**config.mk**
```make
export PLATFORM = sky130hd
export DESIGN_NAME = ppic_top
export DESIGN_NICKNAME = d
export VERILOG_FILES = /design/src/ppic_pkg.sv /design/src/ppic_edge.sv /design/src/ppic_sync.sv /design/src/ppic_top.sv
export SDC_FILE = /design/constraint.sdc
export NUM_CORES = 1
export LEC_CHECK = 0
export CORE_AREA = 2 2 119 121
export DETAILED_ROUTE_END_ITERATION = 10
export DIE_AREA = 0 0 121 123
export DONT_BUFFER_PORTS = 1
export SLEW_MARGIN = 20
export SYNTH_ARGS = -nofsm -noshare
export SYNTH_HDL_FRONTEND = slang
export SYNTH_SLANG_ARGS = --single-unit
```
**constraint.sdc**
```tcl
create_clock -name pclk -period 4.9 [get_ports pclk]
set_input_delay 0.49 -clock pclk [delete_from_list [all_inputs] [get_ports pclk]]
set_output_delay 0.49 -clock pclk [all_outputs]
set_load 0.05 [all_outputs]
```
**src/ppic_pkg.sv**
```systemverilog
// How it works
// - Eight port-one pending flags, one per pin, are set by a pin request and clear after reset.
// - Five port-two pending flags sit in the low bits and are set by a pin request.
// - Control bit 6 drives the output drive-strength select, 0 minimum drive and 1 maximum drive.
// - Control bit 5 enables interrupt requests from port-two inputs 4 to 0.
// - Control bit 4 enables interrupt requests from port-zero inputs 7 to 4.
// - Control bit 3 enables interrupt requests from port-zero inputs 3 to 0.
// - Control bit 2 selects the port-two request edge, 0 meaning a rising edge.
// - An edge-select bit of 1 makes a falling edge raise the request instead.
// - Control bits 1 and 0 select the request edge of port one and port zero.
// - A separate eight-bit mask enables each port-one pin interrupt.
`default_nettype none

package ppic_pkg;
  // register indices, byte address is four times the index
  localparam logic [7:0] IDX_P1_FLAGS = 8'h8A;
  localparam logic [7:0] IDX_P2_FLAGS = 8'h8B;
  localparam logic [7:0] IDX_CTRL = 8'h8C;
  localparam logic [7:0] IDX_P1_MASK = 8'h8D;
  localparam logic [7:0] IDX_EVT_STATUS = 8'h90;
  localparam logic [7:0] IDX_EVT_MASK = 8'h91;
  // control field positions
  localparam int CTRL_DRIVE = 6;
  localparam int CTRL_P2_EN = 5;
  localparam int CTRL_P0H_EN = 4;
  localparam int CTRL_P0L_EN = 3;
  localparam int CTRL_P2_EDGE = 2;
  localparam int CTRL_P1_EDGE = 1;
  localparam int CTRL_P0_EDGE = 0;
  localparam logic [6:0] CTRL_WMASK = 7'h7F;
  // event status bit positions
  localparam int EVT_P0 = 0;
  localparam int EVT_P1 = 1;
  localparam int EVT_P2 = 2;
  localparam int EVT_W = 3;
  // reset values
  localparam logic [7:0] RST_P1_FLAGS = 8'h00;
  localparam logic [4:0] RST_P2_FLAGS = 5'h00;
  localparam logic [6:0] RST_CTRL = 7'h00;
  localparam logic [7:0] RST_P1_MASK = 8'h00;
  localparam logic [2:0] RST_EVT = 3'h0;
endpackage : ppic_pkg

`default_nettype wire

```
**src/ppic_edge.sv**
```systemverilog
`timescale 1ns/1ns
`default_nettype none

// per-bit edge detector, polarity shared by the group
module ppic_edge #(
  parameter int W = 8
) (
  input wire logic pclk, // system clock
  input wire logic presetn, // async reset, active low
  input wire logic [W-1:0] lvl, // synchronised levels
  input wire logic falling, // 0 rising, 1 falling
  output logic [W-1:0] hit // one-cycle edge pulse
);
  logic [W-1:0] prev;
  wire [W-1:0] rise = lvl & ~prev;
  wire [W-1:0] fall = ~lvl & prev;

  assign hit = falling ? fall : rise;

  always_ff @(posedge pclk or negedge presetn) begin
    if (!presetn) begin
      prev <= '0;
    end else begin
      prev <= lvl;
    end
  end
endmodule : ppic_edge

`default_nettype wire

```
**src/ppic_sync.sv**
```systemverilog
`timescale 1ns/1ns
`default_nettype none

// two-stage synchroniser for asynchronous pin levels
module ppic_sync #(
  parameter int W = 8
) (
  input wire logic pclk, // system clock
  input wire logic presetn, // async reset, active low
  input wire logic [W-1:0] d, // raw pin levels
  output logic [W-1:0] q // synchronised levels
);
  logic [W-1:0] stage1;

  always_ff @(posedge pclk or negedge presetn) begin
    if (!presetn) begin
      stage1 <= '0;
      q <= '0;
    end else begin
      stage1 <= d;
      q <= stage1;
    end
  end
endmodule : ppic_sync

`default_nettype wire

```
**src/ppic_top.sv**
```systemverilog
`timescale 1ns/1ns
`default_nettype none

module ppic_top #(
  parameter int P0_W = 8,
  parameter int P1_W = 8,
  parameter int P2_W = 5
) (
  input wire logic pclk, // system clock, 20 MHz
  input wire logic presetn, // async reset, active low
  input wire logic psel, // apb select
  input wire logic penable, // apb access phase
  input wire logic pwrite, // apb direction
  input wire logic [11:0] paddr, // apb byte address
  input wire logic [31:0] pwdata, // apb write data
  output logic [31:0] prdata, // apb read data
  output logic pready, // apb ready
  output logic pslverr, // apb error on unmapped
  input wire logic [P0_W-1:0] p0_pin, // port zero pins
  input wire logic [P1_W-1:0] p1_pin, // port one pins
  input wire logic [P2_W-1:0] p2_pin, // port two pins
  output logic drive_strength_select, // pad drive select
  output logic p0_irq_req, // port zero request pulse
  output logic p1_irq_req, // port one request level
  output logic p2_irq_req, // port two request level
  output logic irq // combined interrupt level
);

  // ****************************************
  // pin synchronisation and edge detection
  // ****************************************
  logic [P0_W-1:0] p0_sync;
  logic [P1_W-1:0] p1_sync;
  logic [P2_W-1:0] p2_sync;
  logic [P0_W-1:0] p0_hit;
  logic [P1_W-1:0] p1_hit;
  logic [P2_W-1:0] p2_hit;
  logic [6:0] port_interrupt_control;

  ppic_sync #(.W(P0_W)) u_sync0 (
    .pclk(pclk),
    .presetn(presetn),
    .d(p0_pin),
    .q(p0_sync)
  );

  ppic_sync #(.W(P1_W)) u_sync1 (
    .pclk(pclk),
    .presetn(presetn),
    .d(p1_pin),
    .q(p1_sync)
  );

  ppic_sync #(.W(P2_W)) u_sync2 (
    .pclk(pclk),
    .presetn(presetn),
    .d(p2_pin),
    .q(p2_sync)
  );

  ppic_edge #(.W(P0_W)) u_edge0 (
    .pclk(pclk),
    .presetn(presetn),
    .lvl(p0_sync),
    .falling(port_interrupt_control[ppic_pkg::CTRL_P0_EDGE]),
    .hit(p0_hit)
  );

  ppic_edge #(.W(P1_W)) u_edge1 (
    .pclk(pclk),
    .presetn(presetn),
    .lvl(p1_sync),
    .falling(port_interrupt_control[ppic_pkg::CTRL_P1_EDGE]),
    .hit(p1_hit)
  );

  ppic_edge #(.W(P2_W)) u_edge2 (
    .pclk(pclk),
    .presetn(presetn),
    .lvl(p2_sync),
    .falling(port_interrupt_control[ppic_pkg::CTRL_P2_EDGE]),
    .hit(p2_hit)
  );

  // ****************************************
  // apb decode
  // ****************************************
  function automatic logic is_idx(input logic [11:0] a, input logic [7:0] idx);
    is_idx = (a[11:2] == {2'b00, idx}) && (a[1:0] == 2'b00);
  endfunction : is_idx

  wire wr = psel && penable && pwrite;
  wire sel_p1f = is_idx(paddr, ppic_pkg::IDX_P1_FLAGS);
  wire sel_p2f = is_idx(paddr, ppic_pkg::IDX_P2_FLAGS);
  wire sel_ctrl = is_idx(paddr, ppic_pkg::IDX_CTRL);
  wire sel_p1m = is_idx(paddr, ppic_pkg::IDX_P1_MASK);
  wire sel_evs = is_idx(paddr, ppic_pkg::IDX_EVT_STATUS);
  wire sel_evm = is_idx(paddr, ppic_pkg::IDX_EVT_MASK);
  wire mapped = sel_p1f | sel_p2f | sel_ctrl | sel_p1m | sel_evs | sel_evm;
  wire wr_p1f = wr && sel_p1f;
  wire wr_p2f = wr && sel_p2f;
  wire wr_ctrl = wr && sel_ctrl;
  wire wr_p1m = wr && sel_p1m;
  wire wr_evs = wr && sel_evs;
  wire wr_evm = wr && sel_evm;

  assign pready = 1'b1;
  assign pslverr = psel && penable && !mapped;

  // ****************************************
  // control and mask registers
  // ****************************************
  logic [7:0] port_one_pin_mask;
  logic [2:0] evt_mask;

  always_ff @(posedge pclk or negedge presetn) begin
    if (!presetn) begin
      port_interrupt_control <= ppic_pkg::RST_CTRL;
      port_one_pin_mask <= ppic_pkg::RST_P1_MASK;
      evt_mask <= ppic_pkg::RST_EVT;
    end else begin
      if (wr_ctrl) begin
        port_interrupt_control <= pwdata[6:0] & ppic_pkg::CTRL_WMASK;
      end
      if (wr_p1m) begin
        port_one_pin_mask <= pwdata[7:0];
      end
      if (wr_evm) begin
        evt_mask <= pwdata[2:0];
      end
    end
  end

  assign drive_strength_select = port_interrupt_control[ppic_pkg::CTRL_DRIVE];

  // ****************************************
  // pending flags
  // ****************************************
  logic [7:0] port_one_pending_flags;
  logic [4:0] port_two_pending_flags;
  wire [7:0] p1_keep = wr_p1f ? pwdata[7:0] : 8'hFF;
  wire [4:0] p2_keep = wr_p2f ? pwdata[4:0] : 5'h1F;
  // a pin edge in the clearing cycle wins
  wire [7:0] next_p1_flags = (port_one_pending_flags & p1_keep) | p1_hit;
  wire [4:0] next_p2_flags = (port_two_pending_flags & p2_keep) | p2_hit;

  always_ff @(posedge pclk or negedge presetn) begin
    if (!presetn) begin
      port_one_pending_flags <= ppic_pkg::RST_P1_FLAGS;
      port_two_pending_flags <= ppic_pkg::RST_P2_FLAGS;
    end else begin
      port_one_pending_flags <= next_p1_flags;
      port_two_pending_flags <= next_p2_flags;
    end
  end

  // ****************************************
  // requests towards the cpu
  // ****************************************
  wire p0_lo_go = port_interrupt_control[ppic_pkg::CTRL_P0L_EN] && (|p0_hit[3:0]);
  wire p0_hi_go = port_interrupt_control[ppic_pkg::CTRL_P0H_EN] && (|p0_hit[7:4]);
  wire p1_go = |(port_one_pending_flags & port_one_pin_mask);
  wire p2_go = port_interrupt_control[ppic_pkg::CTRL_P2_EN] && (|port_two_pending_flags);
  logic p1_go_d;
  logic p2_go_d;

  always_ff @(posedge pclk or negedge presetn) begin
    if (!presetn) begin
      p0_irq_req <= 1'b0;
      p1_irq_req <= 1'b0;
      p2_irq_req <= 1'b0;
      p1_go_d <= 1'b0;
      p2_go_d <= 1'b0;
    end else begin
      p0_irq_req <= p0_lo_go || p0_hi_go;
      p1_irq_req <= p1_go;
      p2_irq_req <= p2_go;
      p1_go_d <= p1_go;
      p2_go_d <= p2_go;
    end
  end

  // ****************************************
  // interrupt status, mask and output
  // ****************************************
  logic [2:0] evt_status;
  wire [2:0] evt_set = {p2_go && !p2_go_d, p1_go && !p1_go_d, p0_lo_go || p0_hi_go};
  wire [2:0] evt_clr = wr_evs ? pwdata[2:0] : 3'h0;
  wire [2:0] next_evt = (evt_status & ~evt_clr) | evt_set;

  always_ff @(posedge pclk or negedge presetn) begin
    if (!presetn) begin
      evt_status <= ppic_pkg::RST_EVT;
      irq <= 1'b0;
    end else begin
      evt_status <= next_evt;
      irq <= |(next_evt & evt_mask);
    end
  end

  // ****************************************
  // read mux
  // ****************************************
  wire [7:0] rd_byte =
    sel_p1f ? port_one_pending_flags :
    sel_p2f ? {3'h0, port_two_pending_flags} :
    sel_ctrl ? {1'b0, port_interrupt_control} :
    sel_p1m ? port_one_pin_mask :
    sel_evs ? {5'h00, evt_status} :
    sel_evm ? {5'h00, evt_mask} : 8'h00;

  assign prdata = {24'h000000, rd_byte};
endmodule : ppic_top

`default_nettype wire

```
======== Word-level counts from Yosys, hierarchy flattened ========
Cells that the tools add are included.
storage, ports and cells
  register bits after elaboration ......... 101
  input port bits ......................... 70
  output and inout port bits .............. 39
cells by class
  equal/unequal tests ..................... 6
  muxes and demuxes ....................... 12
  bitwise gates (word level) .............. 26
  reduce and logical (&&, ||, !) cells .... 30
operators with widths
  cell                   count
  $eq A10 B8 Y1 const B  6
  $mux W8                7
  $and A8 B8 Y8          6
  $not A8 Y8             4
  $logic_and A1 B1 Y1    20
  $and A5 B5 Y5          3
  $mux W5                2
  $not A5 Y5             2
  $mux W3                3
  $or A8 B8 Y8           1
  $reduce_or A4 Y1       2
  $reduce_or A8 Y1       1
  $and A3 B3 Y3          2
  $or A1 B1 Y1           5
  $or A5 B5 Y5           1
  $reduce_or A5 Y1       1
  $logic_not A1 Y1       3
  $not A3 Y3             1
  $or A3 B3 Y3           1
  $reduce_or A3 Y1       1
  $logic_not A2 Y1       1
  $logic_or A1 B1 Y1     1

======== Logic depth before layout (Yosys ltp) ========
Gate-level depths: netlist (run 1).
  depth after elaboration ................. 9
  mapped depth ............................ 7
  depth with buffers taken out ............ 6

======== Cells and area by module ========
From an unflattened synthesis (run 1), not the netlist that was laid out.
unflattened totals
  cells, all modules ...................... 328
  area, all modules ....................... 4,184.0 um2
by module, submodules not included
  module                    times used  cells an instance  area each (um2)  sequential area each (um2)
  ppic_top                  1           199                2,164.6          950.9
  ppic_sync at u_sync0 ...  2           16                 400.4            400.4
  ppic_edge at u_edge0 ...  2           33                 369.1            200.2
  ppic_sync at u_sync2      1           10                 250.2            250.2
  ppic_edge at u_edge2      1           21                 230.2            125.1

======== Least setup slack after synthesis (run 1) ========
No wires, ideal clock.
  kind .................................... in2out
  start ................................... input port paddr[0]
  end ..................................... output port prdata[6]
  arrival ................................. 2,974 ps
  data required time ...................... 4,410 ps
  path slack .............................. 1,436 ps
  stages .................................. 6
  path through ............................ or4b_1 > clkbuf_2 > nor3_1 > clkbuf_1 > a22oi_1 > o21ai_0
between the ends
  cells in the longest elaborated chain, start to end .. 6
  elaborated cells between the ends (all ways) .. 9
  classes of those cells .................. mux (4); reduce/logical (5)
RTL lines
  item                 line             text
  from (decl)          ppic_top.sv:14   input wire logic [11:0] paddr,
  $logic_not A2 Y1 *   ppic_top.sv:89   is_idx = (a[11:2] == {2'b00, idx}) && (a[1:0] == 2'b00);
  $logic_and A1 B1 Y1  ppic_top.sv:89
  $mux W8              ppic_top.sv:208  sel_p1m ? port_one_pin_mask :
  $mux W8              ppic_top.sv:207  sel_ctrl ? {1'b0, port_interrupt_control} :
  $mux W8              ppic_top.sv:206  sel_p2f ? {3'h0, port_two_pending_flags} :
  $mux W8 *            ppic_top.sv:205  sel_p1f ? port_one_pending_flags :
  to (decl)            ppic_top.sv:16   output logic [31:0] prdata,
Mark *: on every way between the ends. The rest lies on a longest branch, timed or not.

======== Worst setup path after layout (run 1) ========
  start ................................... input port paddr[0]
  end ..................................... output port prdata[1]
between the ends
  cells in the longest elaborated chain, start to end .. 8
  elaborated cells between the ends (all ways) .. 13
  classes of those cells .................. mux (6); reduce/logical (7)
RTL lines
  item                 line             text
  $logic_not A2 Y1 *   ppic_top.sv:89
  $logic_and A1 B1 Y1  ppic_top.sv:89
  $mux W3              ppic_top.sv:210  sel_evm ? {5'h00, evt_mask} : 8'h00;
  $mux W3              ppic_top.sv:209  sel_evs ? {5'h00, evt_status} :
  $mux W8              ppic_top.sv:208
  $mux W8              ppic_top.sv:207
  $mux W8              ppic_top.sv:206
  $mux W8 *            ppic_top.sv:205
Marks and branches as above.

==> results of run 1 <==
metrics by stage:
| stage | cells | cell area (µm²) | hold WS (ns) | setup WS [ns] | util (%) |
|---|---|---|---|---|---|
| 4_1_cts | 516 | 4420 | 0.0849 | 1.86 | 32.5 |
| 5_1_grt | 516 | 4420 | 0.0981 | 1.73 | 32.5 |
| 6_report | 516 | 4420 | 0.0538 | 1.89 | 32.5 |
| 3_3_place_gp | 500 | 4130 | 0.198 | 1.87 | 30.3 |
| 2_1_floorplan | 346 | 4050 | 0.194 | 1.44 | - |
| 3_5_place_dp | 500 | 4130 | 0.198 | 1.86 | 30.3 |
state kept, by name, indices dropped and copies added, names as in the netlist, 3 cells and up:
| signal | cells |
|---|---|
| evt_mask | 3 |
| evt_status | 3 |
| port_interrupt_control | 7 |
| port_one_pending_flags | 8 |
| port_one_pin_mask | 8 |
| port_two_pending_flags | 5 |
| u_edge0.prev | 8 |
| u_edge1.prev | 8 |
| u_edge2.prev | 5 |
| u_sync0.q | 8 |
| u_sync0.stage1 | 8 |
| u_sync1.q | 8 |
| u_sync1.stage1 | 8 |
| u_sync2.q | 5 |
| u_sync2.stage1 | 5 |
final timing paths:
kind,cells past startpoint,end
max,6,prdata[1]
min,1,u_sync2.q[3]
max reg2reg,5,irq
min reg2reg,0,u_sync0.q[1]
max in group asynchronous,1,u_sync0.q[3]
min in group pclk,0,u_sync2.stage1[0]
power groups by stage:
stage                     Clock (mW)  Combinational (mW)  Sequential, mW
final                          0.641              0.0839           0.878
after global routing           0.703              0.0922           0.881
after detailed placement           0              0.0661           0.894
after floorplan                    0              0.0801           0.889
after CTS                      0.671              0.0850           0.878
after global placement             0              0.0651           0.892
routing by layer:
metal | wire, µm | share of wire, % | vias up
met5 | 0 | 0 | -
met4 | 175 | 2.2 | 0
met3 | 520 | 6.5 | 15
met2 | 3850 | 48 | 88
met1 | 3520 | 44 | 1173
li1 | - | - | 1109
area by class of cell:
class	count	area, µm²
clock buffer	10	229
clock inverter	5	37.5
fill	1350	9190
inverter	7	26.3
multi-input combinational	203	1280
sequential	101	2530
tap	180	225
timing repair buffer	10	95.1
logic make-up after synthesis:
kind of cell / after synthesis / synth area share (%)
mux: 25 / 6.87
simple gates: 92 / 12.4
other cells: 2 / 0.189
flops: 101 / 63.7
compound gates: 61 / 10.4
buf+inv: 42 / 6.40
cells in the mapped netlist, drive strengths merged:
cell type	instances	share of area, %
nor2	15	1.4
o211ai	13	2.5
nand4bb	1	0.28
buf	26	4.9
conb	2	0.19
o22ai	5	0.79
clkbuf	9	0.88
a32oi	3	0.66
nor2b	8	1.3
dfrtp	101	64
mux2i	7	1.8
nand3b	3	0.57
nor4	1	0.16
a22oi	6	1.1
and4b	1	0.25
or4b	1	0.25
a221oi	1	0.22
or3	1	0.16
nand4	2	0.32
nor3b	2	0.50
o41ai	2	0.44
nand3	5	0.63
or3b	1	0.22
or2	1	0.16
inv	7	0.66
a21oi	3	0.38
a22o	2	0.44
or4	2	0.38
o21ai	18	2.3
o21a	3	0.57
nand2	33	3.1
and3b	1	0.22
mux2	18	5.1
nor4bb	2	0.50
nand2b	6	0.95
nor3	6	1.0
a21o	1	0.19
a41oi	2	0.44
o2111ai	2	0.44
timing repair:
action / in CTS / in global routing
endpoints found under the hold margin: 101 / 0
hold buffers: 1 / 0
setup endpoints to repair: 0 / 0
buffers inserted: 0 / 0
resized for setup: 0 / 0
==> impl_results.html, run 1 <==
<table>
<tr><th>Metric</th><th>Value</th></tr>
<tr><th colspan="2">STA</th></tr>
<tr><td>Final number of hold-violating endpoints</td><td>0</td></tr>
<tr><td>Aggregate negative setup slack</td><td>0 ns</td></tr>
<tr><td>Actual transition at the worst max-transition pin</td><td>1.06 ns</td></tr>
<tr><td>Maximum clock skew at final layout</td><td>0.00784 ns</td></tr>
<tr><td>Clock period minus worst slack</td><td>3.01 ns</td></tr>
<tr><td>Headroom to the max-slew limit</td><td>28.6%</td></tr>
<tr><td>Setup repair after global routing missed its margin</td><td>no</td></tr>
<tr><td>Total count of max-transition violations in the final report</td><td>0</td></tr>
<tr><td>Maximum clock rate</td><td>333 MHz</td></tr>
<tr><td>Setup violators final</td><td>0</td></tr>
<tr><td>Period utilization</td><td>61.4%</td></tr>
<tr><th colspan="2">Worst setup path</th></tr>
<tr><td>CP top delay family</td><td>simple AND/OR/NAND/NOR gates</td></tr>
<tr><td>Cell with the largest stage delay on the worst path</td><td>or4b_1</td></tr>
<tr><td>Worst Setup Start Kind</td><td>primary input</td></tr>
<tr><td>Peak per-stage delay on the critical path</td><td>0.64 ns</td></tr>
<tr><td>Launch point of the critical path</td><td>paddr[0]</td></tr>
<tr><td>Register-to-Register Setup Slack</td><td>2.99 ns</td></tr>
<tr><td>Reg-to-reg startpoint</td><td>port_two_pending_flags[4]</td></tr>
<tr><td>Worst path required time</td><td>4.41 ns</td></tr>
<tr><td>Critical path endpoint category</td><td>output pin</td></tr>
<tr><td>Largest fanout of any net on the critical path</td><td>8</td></tr>
<tr><td>Data arrival time of the critical path</td><td>2.52 ns</td></tr>
<tr><td>Cell-by-cell trace of the critical path</td><td>or4b_1 -&gt; nor3b_2 -&gt; a21oi_1 -&gt; o21a_1 -&gt; o22ai_1 -&gt; buf_4</td></tr>
<tr><td>Critical path class</td><td>primary input to output pin</td></tr>
<tr><td>Number of buffer and inverter stages on the critical path</td><td>1</td></tr>
<tr><th colspan="2">Place</th></tr>
<tr><td>Final Wtd Congestion</td><td>0.855</td></tr>
<tr><td>Estimated wirelength of the detail-placed design</td><td>5700 µm</td></tr>
<tr><td>Total of buffers placed on input and output ports</td><td>0</td></tr>
<tr><th colspan="2">GRT</th></tr>
<tr><td>Overall Global Routing Usage</td><td>11.8%</td></tr>
<tr><td>Met2 GRT Util</td><td>18.1%</td></tr>
<tr><td>Global-route wire length before repair</td><td>13,200 µm</td></tr>
<tr><td>Global-route track usage on met3</td><td>3.78%</td></tr>
<tr><td>Highest-utilization routing layer at the global route stage</td><td>met2</td></tr>
<tr><td>Initial antenna violation count</td><td>0</td></tr>
<tr><td>Number of global-route vias before repair</td><td>2,446</td></tr>
<tr><td>Grt ovf</td><td>0</td></tr>
<tr><td>Met1 track utilization from global routing</td><td>15.3%</td></tr>
<tr><td>Maximum number of pins on one net before global-route repair</td><td>102</td></tr>
<tr><th colspan="2">Die</th></tr>
<tr><td>Die width</td><td>121 µm</td></tr>
<tr><td>Area of the die</td><td>14,900 µm²</td></tr>
<tr><td>Initial standard-cell utilization of the core</td><td>29.1%</td></tr>
<tr><td>Placeable core area</td><td>13,600 µm²</td></tr>
<tr><td>Number of top-level design ports</td><td>109</td></tr>
<tr><td>Die span in y</td><td>123 µm</td></tr>
<tr><td>Number of placement rows</td><td>43</td></tr>
<tr><th colspan="2">Pwr</th></tr>
<tr><td>Final total power</td><td>1.60 mW</td></tr>
<tr><td>Clk network pwr share</td><td>40.0%</td></tr>
<tr><td>Reg power frac</td><td>54.8%</td></tr>
<tr><td>Switching share of power</td><td>23.9%</td></tr>
<tr><td>Proportion of power drawn by combinational gates</td><td>5.2%</td></tr>
<tr><td>Internal</td><td>1.22 mW</td></tr>
<tr><td>Total leakage power</td><td>1.89 nW</td></tr>
<tr><td>Ratio of total power to cell area</td><td>363 nW/µm²</td></tr>
<tr><td>Net switching component of the power</td><td>382 µW</td></tr>
<tr><td>Maximum ir drop on the vdd rail</td><td>0.000139 V</td></tr>
<tr><th colspan="2">Synthesis</th></tr>
<tr><td>Synth Area per Inst</td><td>12.3 µm²</td></tr>
<tr><td>Sequential area share after synthesis</td><td>63.7%</td></tr>
<tr><td>Gate count after technology mapping</td><td>323</td></tr>
<tr><td>Count of cell types in the netlist</td><td>43</td></tr>
<tr><td>Netlist area before placement</td><td>3970 µm²</td></tr>
<tr><td>Number of synthesized register bits</td><td>101</td></tr>
<tr><td>Synthesis Warnings</td><td>0</td></tr>
<tr><th colspan="2">Detailed routing</th></tr>
<tr><td>Via count of the routed design</td><td>2,385</td></tr>
<tr><td>Via-per-instance ratio</td><td>4.62</td></tr>
<tr><td>Avg WL per Cell</td><td>15.6 µm</td></tr>
<tr><td>First-pass iteration count of the detailed router</td><td>4</td></tr>
<tr><td>Post-route DRC</td><td>0</td></tr>
<tr><td>Detail Route Antenna Nets</td><td>0</td></tr>
<tr><td>DRT iter0 DRCs</td><td>247</td></tr>
<tr><td>Wire length reported by the detailed router</td><td>8060 µm</td></tr>
<tr><th colspan="2">Clock network</th></tr>
<tr><td>Clock Root Buffer</td><td>clkbuf_16</td></tr>
<tr><td>Clock tree from TritonCTS</td><td>yes</td></tr>
<tr><td>Bufs on Longest Clock Path</td><td>2</td></tr>
<tr><td>Clock-pin slew reported for the worst setup and hold paths after clock tree synthesis</td><td>0.07 ns</td></tr>
<tr><td>Maximum level of the CTS H-tree</td><td>3</td></tr>
<tr><td>Clock buffers created by TritonCTS</td><td>9</td></tr>
<tr><td>Clock Latency Late Sink</td><td>0.34 ns</td></tr>
<tr><td>Number of clock sinks</td><td>101</td></tr>
<tr><th colspan="2">Final layout</th></tr>
<tr><td>Diode insertion count for antenna repair</td><td>0</td></tr>
<tr><td>Top library cells by usage in the layout, fill and taps aside</td><td>dfrtp_1, nand2_1, conb_1</td></tr>
<tr><td>Post-layout nets</td><td>402</td></tr>
<tr><td>Most common cell after layout, fill and taps aside</td><td>dfrtp_1</td></tr>
<tr><td>Share of final-layout standard cells stronger than drive strength 1</td><td>14.0%</td></tr>
<tr><td>Layout overhead on the synthesized area</td><td>11.4%</td></tr>
<tr><th colspan="2">Status</th></tr>
<tr><td>Outcome</td><td>finished clean</td></tr>
<tr><th colspan="2">Run</th></tr>
<tr><td>Number of max-capacitance violations reported</td><td>0</td></tr>
<tr><th colspan="2">Worst hold path</th></tr>
<tr><td>Worst min-delay path category</td><td>primary input to asynchronous set/reset pin</td></tr>
</table>
Note: power is estimated with default switching activity, not from simulation.
==> inputs of run 2 (changes only) <==
clock period = 3 ns   (was 4.9 ns; I/O delays follow)
==> run 2 against run 1 <==
Die area unchanged. Sequential cell count unchanged. Wire length increased by 2.4%. Setup slack got worse by 1.6 ns. Count of clock-buffer cells in the layout unchanged. Critical path type unchanged. Clock power increased by 68%. Clock skew decreased by 0.0020 ns. Power increased by 67%. Core utilization increased by 1.8 points. Sequential power increased by 63%. Sequential share of layout area decreased by 3.1 points. Global-route usage about the same.
==> impl_results.html, run 2 (same netlist as run 1, synthesis figures left out) <==
<table>
<tr><th>Metric</th><th>Value</th></tr>
<tr><th colspan="2">Place</th></tr>
<tr><td>Total of buffers placed on input and output ports</td><td>0 (unchanged)</td></tr>
<tr><td>Estimated wirelength of the detail-placed design</td><td>5680 µm (was 5700 µm)</td></tr>
<tr><td>DP Cell Count</td><td>501 (was 500)</td></tr>
<tr><td>Final Wtd Congestion</td><td>0.852 (was 0.855)</td></tr>
<tr><td>Instance area at placement</td><td>4150 µm² (was 4130 µm²)</td></tr>
<tr><th colspan="2">Die</th></tr>
<tr><td>Die width</td><td>121 µm (unchanged)</td></tr>
<tr><td>Initial standard-cell utilization of the core</td><td>29.1% (unchanged)</td></tr>
<tr><td>Die span in y</td><td>123 µm (unchanged)</td></tr>
<tr><td>Area of the die</td><td>14,900 µm² (unchanged)</td></tr>
<tr><td>Placeable core area</td><td>13,600 µm² (unchanged)</td></tr>
<tr><td>Number of top-level design ports</td><td>109 (unchanged)</td></tr>
<tr><td>Number of placement rows</td><td>43 (unchanged)</td></tr>
<tr><th colspan="2">Final layout</th></tr>
<tr><td>Cell area after layout</td><td>4670 µm² (was 4420 µm²)</td></tr>
<tr><td>Layout overhead on the synthesized area</td><td>17.7% (was 11.4%)</td></tr>
<tr><td>Number of inserted filler cells in the final layout</td><td>1,348 (was 1,350)</td></tr>
<tr><td>Most common cell after layout, fill and taps aside</td><td>dfrtp_1 (unchanged)</td></tr>
<tr><td>Number of non-filler instances in the completed layout</td><td>540 (was 516)</td></tr>
<tr><td>Post-layout nets</td><td>425 (was 402)</td></tr>
<tr><td>Top library cells by usage in the layout, fill and taps aside</td><td>dfrtp_1, nand2_1, conb_1 (unchanged)</td></tr>
<tr><td>Diode insertion count for antenna repair</td><td>0 (unchanged)</td></tr>
<tr><td>Share of final-layout standard cells stronger than drive strength 1</td><td>13.6% (was 14.0%)</td></tr>
<tr><th colspan="2">Pwr</th></tr>
<tr><td>Maximum ir drop on the vdd rail</td><td>0.000273 V (was 0.000139 V)</td></tr>
<tr><td>Total leakage power</td><td>2.00 nW (was 1.89 nW)</td></tr>
<tr><td>Ratio of total power to cell area</td><td>573 nW/µm² (was 363 nW/µm²)</td></tr>
<tr><th colspan="2">Worst setup path</th></tr>
<tr><td>Worst path required time</td><td>2.70 ns (was 4.41 ns)</td></tr>
<tr><td>Peak per-stage delay on the critical path</td><td>0.64 ns (about the same)</td></tr>
<tr><td>Data arrival time of the critical path</td><td>2.36 ns (was 2.52 ns)</td></tr>
<tr><td>Worst Setup Start Kind</td><td>primary input (unchanged)</td></tr>
<tr><td>Critical path class</td><td>primary input to output pin (unchanged)</td></tr>
<tr><td>R2R cell count</td><td>5 (unchanged)</td></tr>
<tr><td>Critical path endpoint category</td><td>output pin (unchanged)</td></tr>
<tr><td>Largest fanout of any net on the critical path</td><td>8 (unchanged)</td></tr>
<tr><td>Cell with the largest stage delay on the worst path</td><td>or4b_1 (unchanged)</td></tr>
<tr><td>Cell-by-cell trace of the critical path</td><td>or4b_1 -&gt; nor3b_2 -&gt; a21oi_1 -&gt; o21a_1 -&gt; o22ai_1 -&gt; buf_4 (unchanged)</td></tr>
<tr><th colspan="2">GRT</th></tr>
<tr><td>Number of global-route vias before repair</td><td>2,469 (was 2,446)</td></tr>
<tr><td>Overall Global Routing Usage</td><td>11.8% (about the same)</td></tr>
<tr><td>Initial antenna violation count</td><td>0 (unchanged)</td></tr>
<tr><td>Maximum number of pins on one net before global-route repair</td><td>102 (unchanged)</td></tr>
<tr><td>Global-route wire length before repair</td><td>13,100 µm (was 13,200 µm)</td></tr>
<tr><td>Grt ovf</td><td>0 (unchanged)</td></tr>
<tr><th colspan="2">Clock network</th></tr>
<tr><td>Clock-pin slew reported for the worst setup and hold paths after clock tree synthesis</td><td>0.07 ns (about the same)</td></tr>
<tr><td>Clock tree from TritonCTS</td><td>yes (unchanged)</td></tr>
<tr><td>Clock Latency Late Sink</td><td>0.34 ns (about the same)</td></tr>
<tr><td>Maximum level of the CTS H-tree</td><td>3 (unchanged)</td></tr>
<tr><td>Number of clock sinks</td><td>101 (unchanged)</td></tr>
<tr><td>Clock buffers created by TritonCTS</td><td>9 (unchanged)</td></tr>
<tr><td>Post-CTS setup repair buffer count</td><td>0 (unchanged)</td></tr>
<tr><td>Clock Root Buffer</td><td>clkbuf_16 (unchanged)</td></tr>
<tr><td>Bufs on Longest Clock Path</td><td>2 (unchanged)</td></tr>
<tr><th colspan="2">Status</th></tr>
<tr><td>Outcome</td><td>finished clean (unchanged)</td></tr>
<tr><th colspan="2">STA</th></tr>
<tr><td>Actual transition at the worst max-transition pin</td><td>0.565 ns (was 1.06 ns)</td></tr>
<tr><td>Setup repair after global routing missed its margin</td><td>no (unchanged)</td></tr>
<tr><td>Aggregate negative setup slack</td><td>0 ns (unchanged)</td></tr>
<tr><td>Period utilization</td><td>88.7%</td></tr>
<tr><td>Maximum clock rate</td><td>376 MHz</td></tr>
<tr><td>Worst hold slack</td><td>0.104 ns (was 0.0538 ns)</td></tr>
<tr><td>Clock period minus worst slack</td><td>2.66 ns</td></tr>
<tr><td>Total count of max-transition violations in the final report</td><td>0 (unchanged)</td></tr>
<tr><td>Final number of hold-violating endpoints</td><td>0 (unchanged)</td></tr>
<tr><td>Setup violators final</td><td>0 (unchanged)</td></tr>
<tr><td>Maximum clock skew at final layout</td><td>0.00581 ns (was 0.00784 ns)</td></tr>
<tr><td>Headroom to the max-slew limit</td><td>62.2% (was 28.6%)</td></tr>
<tr><th colspan="2">Detailed routing</th></tr>
<tr><td>Detail Route Antenna Nets</td><td>0 (unchanged)</td></tr>
<tr><td>DRT iter0 DRCs</td><td>134 (was 247)</td></tr>
<tr><td>Avg WL per Cell</td><td>15.3 µm (was 15.6 µm)</td></tr>
<tr><td>First-pass iteration count of the detailed router</td><td>4 (unchanged)</td></tr>
<tr><td>Wire length reported by the detailed router</td><td>8250 µm (was 8060 µm)</td></tr>
<tr><td>Via-per-instance ratio</td><td>4.56 (was 4.62)</td></tr>
<tr><td>Post-route DRC</td><td>0 (unchanged)</td></tr>
<tr><td>Via count of the routed design</td><td>2,463 (was 2,385)</td></tr>
<tr><th colspan="2">Run</th></tr>
<tr><td>Number of max-capacitance violations reported</td><td>0 (unchanged)</td></tr>
<tr><th colspan="2">Worst hold path</th></tr>
<tr><td>Worst min-delay path category</td><td>primary input to register (was primary input to asynchronous set/reset pin)</td></tr>
<tr><td>Hold path depth</td><td>1</td></tr>
</table>
==> run 2: cell count changes in the layout (fill, tap and decap cells not counted) <==
| cell | delta |
|---|---|
| clkinv_4 | -1 |
| inv_6 | +2 |
| buf_12 | +1 |
| dlygate4sd3_1 | +22 |
==> run 2: area by class of cell <==
class | count | area (µm²) | share of cell area [%]
flip-flops and latches | 101 | 2530 | 54.1
well taps | 180 | 225 | 4.82
clock inverters | 6 | 46.3 | 0.992
clock buffers | 10 | 229 | 4.90
inverters | 7 | 26.3 | 0.563
multi-input cells | 203 | 1280 | 27.4
repair buffers | 33 | 335 | 7.18
==> run 2: path summary, 6_finish.rpt <==
path,start,end,slack (ns)
worst max-delay path,paddr[0],prdata[1],0.34
worst min-delay path,pwdata[2],port_interrupt_control[2],0.10
worst max register to register,port_two_pending_flags[4],irq,1.10
worst min register to register,u_sync0.stage1[3],u_sync0.q[3],0.35
max in group asynchronous,presetn,u_sync0.q[7],2.08
min in group asynchronous,presetn,u_edge2.prev[3],0.55
==> run 2: per-layer routing <==
metal | track usage (%) | routed length [µm]
met4 | 5.31 | 178
met2 | 18.4 | 3820
met1 | 15.0 | 3730
met3 | 4.06 | 520
met5 | 0 | 0
==> run 2: repair_timing <==
item	CTS	global route
gates resized for setup	0	0
endpoints found under the hold margin	122	0
hold buffers	23	0
==> run 2: worst max-delay path, delay by kind of cell <==
family | cells | cell delay [ns]
compound gates | 3 | 0.60
buf+inv | 1 | 0.25
simple gates | 2 | 1.19
==> run 2: power breakdown <==
part,switching [mW],internal [mW],total (mW)
Sequential,0.0250,1.41,1.43
Clock,0.511,0.570,1.08
Combinational,0.117,0.0431,0.160
Total,0.654,2.02,2.67
==> run 2: per-stage QoR <==
step                utilization [%]  worst slack (ns)  power, mW
CTS                            34.3             0.327       2.71
global placement               30.5             0.392       1.56
floorplan                         -             0.112       1.58
detailed placement             30.5             0.325       1.57
finish                         34.3             0.340       2.67
global route                   34.3             0.219       2.79
